[src/include/ssf_pkg.sv]
// ssf_pkg: constants shared by the slave status flag block.
// assumes one clock domain and an avalon-mm word-addressed slave port.
package ssf_pkg;
   localparam int         ADDR_W         = 2;
   localparam logic [1:0] OFF_STATUS     = 2'h0;
   localparam logic [1:0] OFF_RX_DATA    = 2'h1;
   localparam logic [1:0] OFF_TX_DATA    = 2'h2;
   localparam logic [1:0] OFF_CONTROL    = 2'h3;
   localparam int         BIT_NO_ACK     = 0;
   localparam int         BIT_RX_OVF     = 1;
   localparam int         BIT_RX_IRQ     = 2;
   localparam int         BIT_TX_IRQ     = 3;
   localparam int         BIT_TX_UNF     = 4;
   localparam int         BIT_TX_NFULL   = 5;
   localparam int         BIT_FLUSH      = 0;
   localparam logic [5:0] FLAGS_RESET    = 6'h00;
endpackage : ssf_pkg

[src/logic/ssf_flags.sv]
// ssf_flags: status flag logic of an i2c slave, with avalon-mm register port.
// assumes event pulses from the slave engine and fifos, one cycle each.
`timescale 1ns/1ps
module ssf_flags #(
   parameter int DATA_W = 8
) (
   input  wire logic              clk,
   input  wire logic              rst,
   input  wire logic [1:0]        avs_address,
   input  wire logic              avs_read,
   input  wire logic              avs_write,
   input  wire logic [31:0]       avs_writedata,
   output logic      [31:0]       avs_readdata,
   output logic                   avs_waitrequest,
   input  wire logic              ev_read_no_data,
   input  wire logic              ev_rx_overflow,
   input  wire logic              ev_rx_byte,
   input  wire logic              ev_tx_done,
   input  wire logic              ev_tx_underflow,
   input  wire logic              tx_fifo_full,
   input  wire logic [DATA_W-1:0] rx_fifo_data,
   output logic                   rx_fifo_pop,
   output logic                   rx_fifo_flush,
   output logic      [DATA_W-1:0] tx_fifo_data,
   output logic                   tx_fifo_push,
   output logic      [5:0]        flags
);
   logic [5:0]        flags_reg, flags_next;
   logic [31:0]       rdata_reg, rdata_next;
   logic              ack_reg, ack_next;
   logic [DATA_W-1:0] txd_reg, txd_next;
   logic              push_reg, push_next;
   logic              pop_reg, pop_next;
   logic              flush_reg, flush_next;
   logic              acc, rd_stat, wr_stat, rd_rx, wr_tx, wr_ctl;

   // one wait cycle per access: request taken at the edge where waitrequest is low
   assign avs_waitrequest = (avs_read | avs_write) & ~ack_reg;
   // the access acts only in the cycle where waitrequest is low
   assign acc     = (avs_read | avs_write) & ack_reg;
   assign rd_stat = acc & avs_read  & (avs_address == ssf_pkg::OFF_STATUS);
   assign wr_stat = acc & avs_write & (avs_address == ssf_pkg::OFF_STATUS);
   assign rd_rx   = acc & avs_read  & (avs_address == ssf_pkg::OFF_RX_DATA);
   assign wr_tx   = acc & avs_write & (avs_address == ssf_pkg::OFF_TX_DATA);
   assign wr_ctl  = acc & avs_write & (avs_address == ssf_pkg::OFF_CONTROL);

   always_comb begin
      flags_next = flags_reg;
      if (rd_stat) flags_next[ssf_pkg::BIT_NO_ACK] = 1'b0;
      if (ev_read_no_data) flags_next[ssf_pkg::BIT_NO_ACK] = 1'b1;
      if (rd_stat) flags_next[ssf_pkg::BIT_RX_OVF] = 1'b0;
      if (ev_rx_overflow) flags_next[ssf_pkg::BIT_RX_OVF] = 1'b1;
      if (rd_rx | (wr_ctl & avs_writedata[ssf_pkg::BIT_FLUSH]))
         flags_next[ssf_pkg::BIT_RX_IRQ] = 1'b0;
      if (ev_rx_byte) flags_next[ssf_pkg::BIT_RX_IRQ] = 1'b1;
      if (wr_tx) flags_next[ssf_pkg::BIT_TX_IRQ] = 1'b0;
      if (ev_tx_done) flags_next[ssf_pkg::BIT_TX_IRQ] = 1'b1;
      if (wr_stat) flags_next[ssf_pkg::BIT_TX_UNF] = 1'b0;
      if (ev_tx_underflow) flags_next[ssf_pkg::BIT_TX_UNF] = 1'b1;
      flags_next[ssf_pkg::BIT_TX_NFULL] = ~tx_fifo_full;
   end

   always_comb begin
      ack_next   = (avs_read | avs_write) & ~ack_reg;
      rdata_next = rdata_reg;
      txd_next   = txd_reg;
      push_next  = wr_tx;
      pop_next   = rd_rx;
      flush_next = wr_ctl & avs_writedata[ssf_pkg::BIT_FLUSH];
      if (wr_tx) txd_next = avs_writedata[DATA_W-1:0];
      if (acc & avs_read) begin
         unique case (avs_address)
            ssf_pkg::OFF_STATUS:  rdata_next = {26'h0, flags_reg};
            ssf_pkg::OFF_RX_DATA: rdata_next = {{(32-DATA_W){1'b0}}, rx_fifo_data};
            default:              rdata_next = 32'h0;
         endcase
      end
   end

   always_ff @(posedge clk or posedge rst) begin
      if (rst) begin
         flags_reg <= ssf_pkg::FLAGS_RESET;
         rdata_reg <= 32'h0;
         ack_reg   <= 1'b0;
         txd_reg   <= '0;
         push_reg  <= 1'b0;
         pop_reg   <= 1'b0;
         flush_reg <= 1'b0;
      end else begin
         flags_reg <= flags_next;
         rdata_reg <= rdata_next;
         ack_reg   <= ack_next;
         txd_reg   <= txd_next;
         push_reg  <= push_next;
         pop_reg   <= pop_next;
         flush_reg <= flush_next;
      end
   end

   // read data is sampled combinationally from current state so it stands at the ack edge
   assign avs_readdata  = (avs_address == ssf_pkg::OFF_STATUS) ? {26'h0, flags_reg} :
                          (avs_address == ssf_pkg::OFF_RX_DATA) ?
                          {{(32-DATA_W){1'b0}}, rx_fifo_data} : rdata_reg & 32'h0;
   assign flags         = flags_reg;
   assign tx_fifo_data  = txd_reg;
   assign tx_fifo_push  = push_reg;
   assign rx_fifo_pop   = pop_reg;
   assign rx_fifo_flush = flush_reg;
endmodule : ssf_flags

[config.mk]
export PLATFORM = sky130hd
export DESIGN_NAME = ssf_flags
export DESIGN_NICKNAME = d
export VERILOG_FILES = /design/src/include/ssf_pkg.sv /design/src/logic/ssf_flags.sv
export SDC_FILE = /design/constraint.sdc
export NUM_CORES = 1
export LEC_CHECK = 0
export BUFFER_PORTS_ARGS = -buffer_cell sky130_fd_sc_hd__buf_2
export CORE_ASPECT_RATIO = 1.5
export CORE_UTILIZATION = 35
export CTS_CLUSTER_DIAMETER = 30
export CTS_CLUSTER_SIZE = 12
export DETAILED_ROUTE_END_ITERATION = 12
export GPL_ROUTABILITY_DRIVEN = 0
export PLACE_DENSITY = 0.85
export SLEW_MARGIN = 10
export SYNTH_ARGS = -nofsm -noshare
export SYNTH_HDL_FRONTEND = slang
export SYNTH_SLANG_ARGS = --single-unit
[constraint.sdc]
create_clock -name clk -period 1.6 [get_ports clk]
set_input_delay 0.16 -clock clk [delete_from_list [all_inputs] [get_ports clk]]
set_output_delay 0.16 -clock clk [all_outputs]
set_load 0.03 [all_outputs]
==> results of run 1 <==
## layout make-up
cell class | count | area [um^2] | area share, %
well taps | 36 | 45.0 | 3.69
multi-input cells | 62 | 384 | 31.5
clock buffers | 4 | 36.3 | 2.97
flip-flops and latches | 18 | 450 | 36.9
repair buffers | 55 | 285 | 23.4
inverters | 5 | 18.8 | 1.54
## power groups by stage
stage	clock network [W]	registers [W]	logic [W]
2_1_floorplan	0	0.000703	0.000253
3_3_place_gp	0	0.000566	0.000471
3_5_place_dp	0	0.000569	0.000477
4_1_cts	0.000284	0.000560	0.000480
5_1_grt	0.000301	0.000567	0.000506
6_report	0.000273	0.000560	0.000480
## logic make-up after synthesis
logic type	count (synthesis)	share of synthesized area [%]
compound gates	5	3.90
other cells	1	0.389
simple gates	19	11.0
buf+inv	31	22.3
mux	14	15.6
flops	18	46.8
## worst max-delay path, delay by kind of cell (launching register included)
family	cells	cell delay (ns)
mux	1	0.19
flops	1	0.40
buf+inv	1	0.18
simple gates	1	0.07
## layer usage
layer / vias to the layer above / GRT usage, % / share of wire (%)
met4: 0 / 6.82 / 0.47
met2: 57 / 23.7 / 51
met3: 2 / 1.37 / 9.3
met1: 330 / 13.1 / 39
met5: - / 0 / 0
li1: 351 / - / -
## worst max-delay path by stage
stage,start,to,cells past startpoint
2_1_floorplan,flags[0]$_DFFE_PP0P_,avs_readdata[0],2
3_3_place_gp,avs_address[0],avs_readdata[7],4
3_5_place_dp,avs_address[0],tx_fifo_data[4]$_DFFE_PP0P_,3
4_1_cts,ack_reg$_DFF_PP0_,avs_waitrequest,2
5_1_grt,ack_reg$_DFF_PP0_,avs_waitrequest,2
6_report,flags[5]$_DFF_PP0_,avs_readdata[5],3
## what timing repair did
| item | in CTS | in global routing |
|---|---|---|
| setup endpoints to repair | 0 | 0 |
| hold buffers | 1 | 1 |
| endpoints found under the hold margin | 18 | 1 |
## placed cells by master (no fill, tap or decap)
cell type	instances
a21o_1	4
and2_1	2
and3_1	1
buf_2	53
clkbuf_4	3
clkbuf_8	1
conb_1	24
dfrtp_1	18
dlygate4sd3_1	2
inv_1	5
mux2_2	8
mux2i_1	6
nand2_1	3
nand3_1	1
nand4b_4	1
nor2_1	9
nor2b_1	1
nor3b_1	1
o31ai_1	1
## per-stage QoR
| step | total power (W) | worst slack (ns) |
|---|---|---|
| 3_3_place_gp | 0.00104 | 0.421 |
| 4_1_cts | 0.00132 | 0.294 |
| 5_1_grt | 0.00137 | 0.240 |
| 6_report | 0.00131 | 0.306 |
| 3_5_place_dp | 0.00105 | 0.390 |
| 2_1_floorplan | 0.000956 | 0.407 |
==> results.py, run 1 <==
metrics = {
    "min_path": {
        "min-delay-start": "ev_tx_done",
        "holdPathEnd": "flags[3]$_DFFE_PP0P_",
        "min_path_cells": 2,
        "hp-class": "input port to register",
    },
    "finish": {
        "area_growth_pct": 26.6,
        "largest_register_ffs": 8,
        "fill_cells": 242,
        "finish.utilization_pct": 48.2,
        "final_area_mm2": 0.00122,
        "diodes": 0,
        "drive_above_1_share_pct": 45.8,
        "final_cells": 180,
        "nets": 197,
    },
    "clock_network": {
        "clk_pin_slew_ns": 0.10,
        "cts.sinks": 18,
        "cts-buffers-inserted": 3,
        "clk_latency_ns": 0.29,
        "cts_buffer_depth": 2,
        "clk_root_buffer_cell": "clkbuf_4",
        "cts.repair.resized": 0,
        "cts_setup_buffers": 0,
        "htree_levels": 1,
        "cts_tree": "yes",
    },
    "die": {
        "num_rows": 22,
        "die_area_mm2": 0.00297,
        "num_io_pins": 102,
        "dieHeight_um": 66.3,
        "start_util_pct": 38.0,
        "die_w_um": 44.8,
        "core_area_mm2": 0.00253,
    },
    "setup_path": {
        "critPathKind": "register to primary output",
        "cp_slowest_stage_delay_ns": 0.40,
        "path_cells": "mux2i_1 -> nor2_1 -> buf_2",
        "rrSetupSlack_ns": 0.47,
        "rr_startpoint": "ack_reg$_DFF_PP0_",
        "r2r_cells": 3,
        "start_kind": "register",
        "r2r-end": "flags[1]$_DFFE_PP0P_",
        "critical_path_required_ns": 1.44,
        "slowest_stage": "dfrtp_1",
        "path_max_fanout": 2,
        "critPathArrivalTime_ns": 1.13,
        "cp-end-kind": "primary output",
    },
    "synth": {
        "synth_cells": 88,
        "ys.flop_type": "dfrtp_1",
        "synthTopCellsByArea": "dfrtp_1 47%, buf_4 19%, mux2_2 9.4%",
        "ys_types": 18,
        "synth_top_area_cell": "dfrtp_1",
        "synth_area_um2": 963,
        "avgSynthCellArea_um2": 10.9,
        "synth.most_common_cell": "buf_4",
        "synth_edf_count": 0,
        "synth_async_sr_flop_share_pct": 100,
        "yosysTopAreaCellShare_pct": 46.8,
        "seq_area_frac_synth_pct": 46.8,
        "netlist_top_cells_count": "24 x buf_4, 18 x dfrtp_1, 9 x nor2_1, 8 x mux2_2, 6 x mux2i_1",
        "yosysWarnings": 0,
        "synth_seq_cells": 18,
    },
    "sta": {
        "setup_viol": 0,
        "hold_violations": 0,
        "tightestPinTransition_ns": 0.640,
        "fin_tns_setup_ns": 0,
        "rsz0062_at_grt": "false",
        "fin_skew_ns": 0.00126,
        "max_freq_ghz": 0.773,
        "timing.final.crit_share_pct": 80.9,
        "holdWs_ns": 0.0426,
        "fin_crit_ns": 1.29,
        "relSlewSlack_pct": 57.3,
        "drv_slew": 0,
    },
    "power": {
        "p_leak_nw": 0.701,
        "peakVddDrop_mv": 0.756,
        "clkPwrFrac_pct": 20.8,
        "switching_share_pct": 38.5,
        "comb_power_share_pct": 36.6,
        "powerDensity_mw_per_mm2": 1080,
        "intPower_w": 0.000807,
        "seqPwrFrac_pct": 42.6,
        "switchingPower_w": 0.000506,
    },
    "placement": {
        "dp_hpwl_um": 1470,
        "dpl_cell_area_mm2": 0.00116,
        "portBuffers": 53,
        "dp.cells": 174,
    },
    "global_routing": {
        "grt_overflow": 0,
        "grt_pass1_vias": 652,
        "grt_usage_pct": 12.7,
        "grt_start_max_net_pins": 19,
        "antenna_found_initial": 0,
        "grt_pass1_wl_um": 2700,
    },
    "flow_run": {
        "cap_violations": 0,
    },
    "route": {
        "firstDrtPassIters": 4,
        "ant_nets": 0,
        "wl_um": 1900,
        "vias": 740,
        "drc_errors": 0,
        "drtIter0Drc": 12,
        "wl_per_cell_um": 10.6,
        "via_per_inst": 4.11,
    },
    "outcome": {
        "status": "complete, no violations",
    },
}
No activity file was read; power rests on OpenSTA's default activity.
==> run 2: changes to the inputs <==
--- a/config.mk
+++ b/config.mk
@@ -5,14 +5,15 @@
 export SDC_FILE = /design/constraint.sdc
 export NUM_CORES = 1
 export LEC_CHECK = 0
+export ABC_AREA = 1
 export BUFFER_PORTS_ARGS = -buffer_cell sky130_fd_sc_hd__buf_2
 export CORE_ASPECT_RATIO = 1.5
-export CORE_UTILIZATION = 35
+export CORE_UTILIZATION = 31
 export CTS_CLUSTER_DIAMETER = 30
 export CTS_CLUSTER_SIZE = 12
 export DETAILED_ROUTE_END_ITERATION = 12
 export GPL_ROUTABILITY_DRIVEN = 0
-export PLACE_DENSITY = 0.85
+export PLACE_DENSITY = 0.8
 export SLEW_MARGIN = 10
 export SYNTH_ARGS = -nofsm -noshare
 export SYNTH_HDL_FRONTEND = slang
==> constraint.sdc (replaced) <==
create_clock -name clk -period 1.13 [get_ports clk]
set_input_delay 0.113 -clock clk [delete_from_list [all_inputs] [get_ports clk]]
set_output_delay 0.113 -clock clk [all_outputs]
set_load 0.03 [all_outputs]
==> run 2 against run 1 <==
  * Worst hold slack improved by 0.0018 ns
  * Count of clock-buffer cells in the layout unchanged
  * Routed wire length down 0.89%
  * Via count is 16% higher
  * Critical endpoint is now avs_readdata[1]
==> results.py, run 2 <==
metrics = {
    "outcome": {
        "status": "complete, no violations",
    },
    "clock_network": {
        "cts-buffers-inserted": 3,
        "clk_pin_slew_ns": 0.06,
        "htree_levels": 1,
        "cts_buffer_depth": 2,
        "cts.sinks": 18,
        "clk_root_buffer_cell": "clkbuf_8",
        "cts_tree": "yes",
        "clk_latency_ns": 0.25,
    },
    "setup_path": {
        "cp_top_family": "flip-flops",
        "slowest_stage": "dfrtp_1",
        "cp-end-kind": "primary output",
        "critPathArrivalTime_ns": 1.01,
        "path_cells": "a22o_1 -> buf_6",
        "rrSetupSlack_ns": 0.13,
        "critical_path_required_ns": 1.02,
        "start_kind": "register",
        "startpoint": "flags[1]$_DFFE_PP0P_",
        "r2r_cells": 4,
        "path_max_fanout": 3,
        "critPathKind": "register to primary output",
        "rr_startpoint": "ack_reg$_DFF_PP0_",
        "path_depth": 2,
        "cp_slowest_stage_delay_ns": 0.39,
        "critPathBufInv": 1,
        "crit_end": "avs_readdata[1]",
        "r2r-end": "flags[3]$_DFFE_PP0P_",
    },
    "finish": {
        "diodes": 0,
        "final_area_mm2": 0.00135,
        "final_cells": 218,
        "area_growth_pct": 39.7,
        "drive_above_1_share_pct": 39.1,
        "nets": 232,
        "final_cell_mix": "45 x buf_2, 33 x nand2_1, 24 x conb_1",
        "layout_commonest_cell": "buf_2",
        "fill_cells": 313,
        "largest_register_ffs": 8,
    },
    "synth": {
        "synth_async_sr_flop_share_pct": 100,
        "synth_cells": 117,
        "ys_types": 13,
        "seq_area_frac_synth_pct": 46.8,
        "yosysWarnings": 0,
        "avgSynthCellArea_um2": 8.23,
        "synth_top_area_cell": "dfrtp_1",
        "synth_area_um2": 963,
        "ys.flop_type": "dfrtp_1",
        "yosysTopAreaCellShare_pct": 46.8,
        "synth_seq_cells": 18,
        "synth.most_common_cell": "nand2_1",
        "synth_edf_count": 0,
        "synthTopCellsByArea": "dfrtp_1 47%, buf_4 19%, nand2_1 13%",
        "netlist_top_cells_count": "34 x nand2_1, 24 x buf_4, 18 x dfrtp_1, 17 x inv_1, 9 x nor2_1",
    },
    "sta": {
        "hold_violations": 0,
        "fin_crit_ns": 1.13,
        "fin_skew_ns": 0.00161,
        "timing.final.crit_share_pct": 99.7,
        "rsz0062_at_grt": "true",
        "max_freq_ghz": 0.888,
        "setup_viol": 0,
        "drv_slew": 0,
    },
    "die": {
        "core_area_mm2": 0.00294,
        "die_area_mm2": 0.00334,
        "dieHeight_um": 70.3,
        "start_util_pct": 32.7,
        "num_rows": 24,
        "num_io_pins": 102,
        "die_w_um": 47.5,
    },
    "global_routing": {
        "antenna_found_initial": 0,
        "grt_usage_pct": 11.0,
        "grt_pass1_vias": 721,
        "grt_overflow": 0,
        "grt_pass1_wl_um": 2740,
        "grt_start_max_net_pins": 19,
    },
    "placement": {
        "portBuffers": 53,
        "dp.cells": 210,
        "dpl_cell_area_mm2": 0.00121,
        "dp_hpwl_um": 1540,
    },
    "route": {
        "drc_errors": 0,
        "vias": 859,
        "wl_um": 1880,
        "wl_per_cell_um": 8.64,
        "drtIter0Drc": 11,
        "ant_nets": 0,
        "firstDrtPassIters": 4,
        "via_per_inst": 3.94,
    },
    "flow_run": {
        "cap_violations": 0,
    },
    "power": {
        "p_leak_nw": 0.827,
        "peakVddDrop_mv": 0.572,
        "powerDensity_mw_per_mm2": 1460,
    },
    "min_path": {
        "hp-class": "input port to register",
    },
}
==> run 2: changes by cell type after synthesis, sizes merged, moves of 2 or more <==
cell    before  now
a21o         4    0
a22o         0    3
and2         2    0
inv          5   17
mux2         8    0
mux2i        6    0
nand2        3   34
nand3        1    3
o21ai        0    3
o21bai       0    2
==> run 2: where the power goes <==
part | switching [W] | total (W) | internal [W] | leakage [nW]
clock network | 0.000200 | 0.000509 | 0.000309 | 0.0288
registers | 0.0000473 | 0.000779 | 0.000732 | 0.211
logic | 0.000479 | 0.000675 | 0.000195 | 0.587
==> run 2: area by class of cell <==
| cell class | instances | area (um^2) | area share (%) |
|---|---|---|---|
| Inverter | 17 | 63.8 | 4.74 |
| Tap cell | 39 | 48.8 | 3.62 |
| Clock buffer | 4 | 55.1 | 4.09 |
| Multi-Input combinational cell | 80 | 367 | 27.2 |
| Sequential cell | 18 | 450 | 33.5 |
| Timing Repair Buffer | 60 | 362 | 26.9 |
==> run 2: worst min-delay path: stages <==
cell,delay [ns]
buf_2,0.07
inv_1,0.03
nand2_1,0.05
==> run 2: worst min path at each step <==
stage | from | end | slack [ns] | depth (start not counted)
4_1_cts | ev_read_no_data | flags[0]$_DFFE_PP0P_ | 0.04 | 3
5_1_grt | ev_read_no_data | flags[0]$_DFFE_PP0P_ | 0.05 | 3
6_report | ev_read_no_data | flags[0]$_DFFE_PP0P_ | 0.04 | 3
2_1_floorplan | rst | ack_reg$_DFF_PP0_ | 0.05 | 1
3_5_place_dp | rst | flags[5]$_DFF_PP0_ | 0.14 | 3
3_3_place_gp | rst | ack_reg$_DFF_PP0_ | 0.14 | 3
==> run 2: per-stage QoR <==
stage	setup TNS, ns	util (%)	worst slack (ns)	hold slack (ns)	power (W)
floorplan	0	-	0.0905	0.0516	0.00130
global placement	0	41.0	0.111	0.137	0.00142
detailed placement	0	41.0	0.0888	0.136	0.00143
CTS	0	44.4	0.00902	0.0423	0.00196
global route	-0.0821	45.7	-0.0553	0.0508	0.00207
finish	0	45.7	0.00383	0.0445	0.00196
==> run 2: what timing repair did <==
item / in CTS / in global routing
hold buffers: 2 / 0
endpoints found under the hold margin: 19 / 0
pin swaps: 2 / 1
setup endpoints to repair: 3 / 10
resized for setup: 6 / 15
buffers inserted: 1 / 1
==> run 2: metal layers <==
metal / part of all wire, % / track usage (%) / vias up
li1: - / - / 424
met1: 34 / 10.1 / 371
met2: 54 / 20.4 / 60
met3: 10 / 2.33 / 4
met4: 1.6 / 5.71 / 0
met5: 0 / 0 / -
==> run 2: cell families (layout without fill, tap and decap cells) <==
kind of cell,Yosys count,count (layout),synth area share (%)
other,1,24,0.389
DFF,18,18,46.8
buffers and inverters,42,81,26.5
and+or+nand+nor,48,48,20.5
AOI/OAI and AO/OA,8,8,5.84
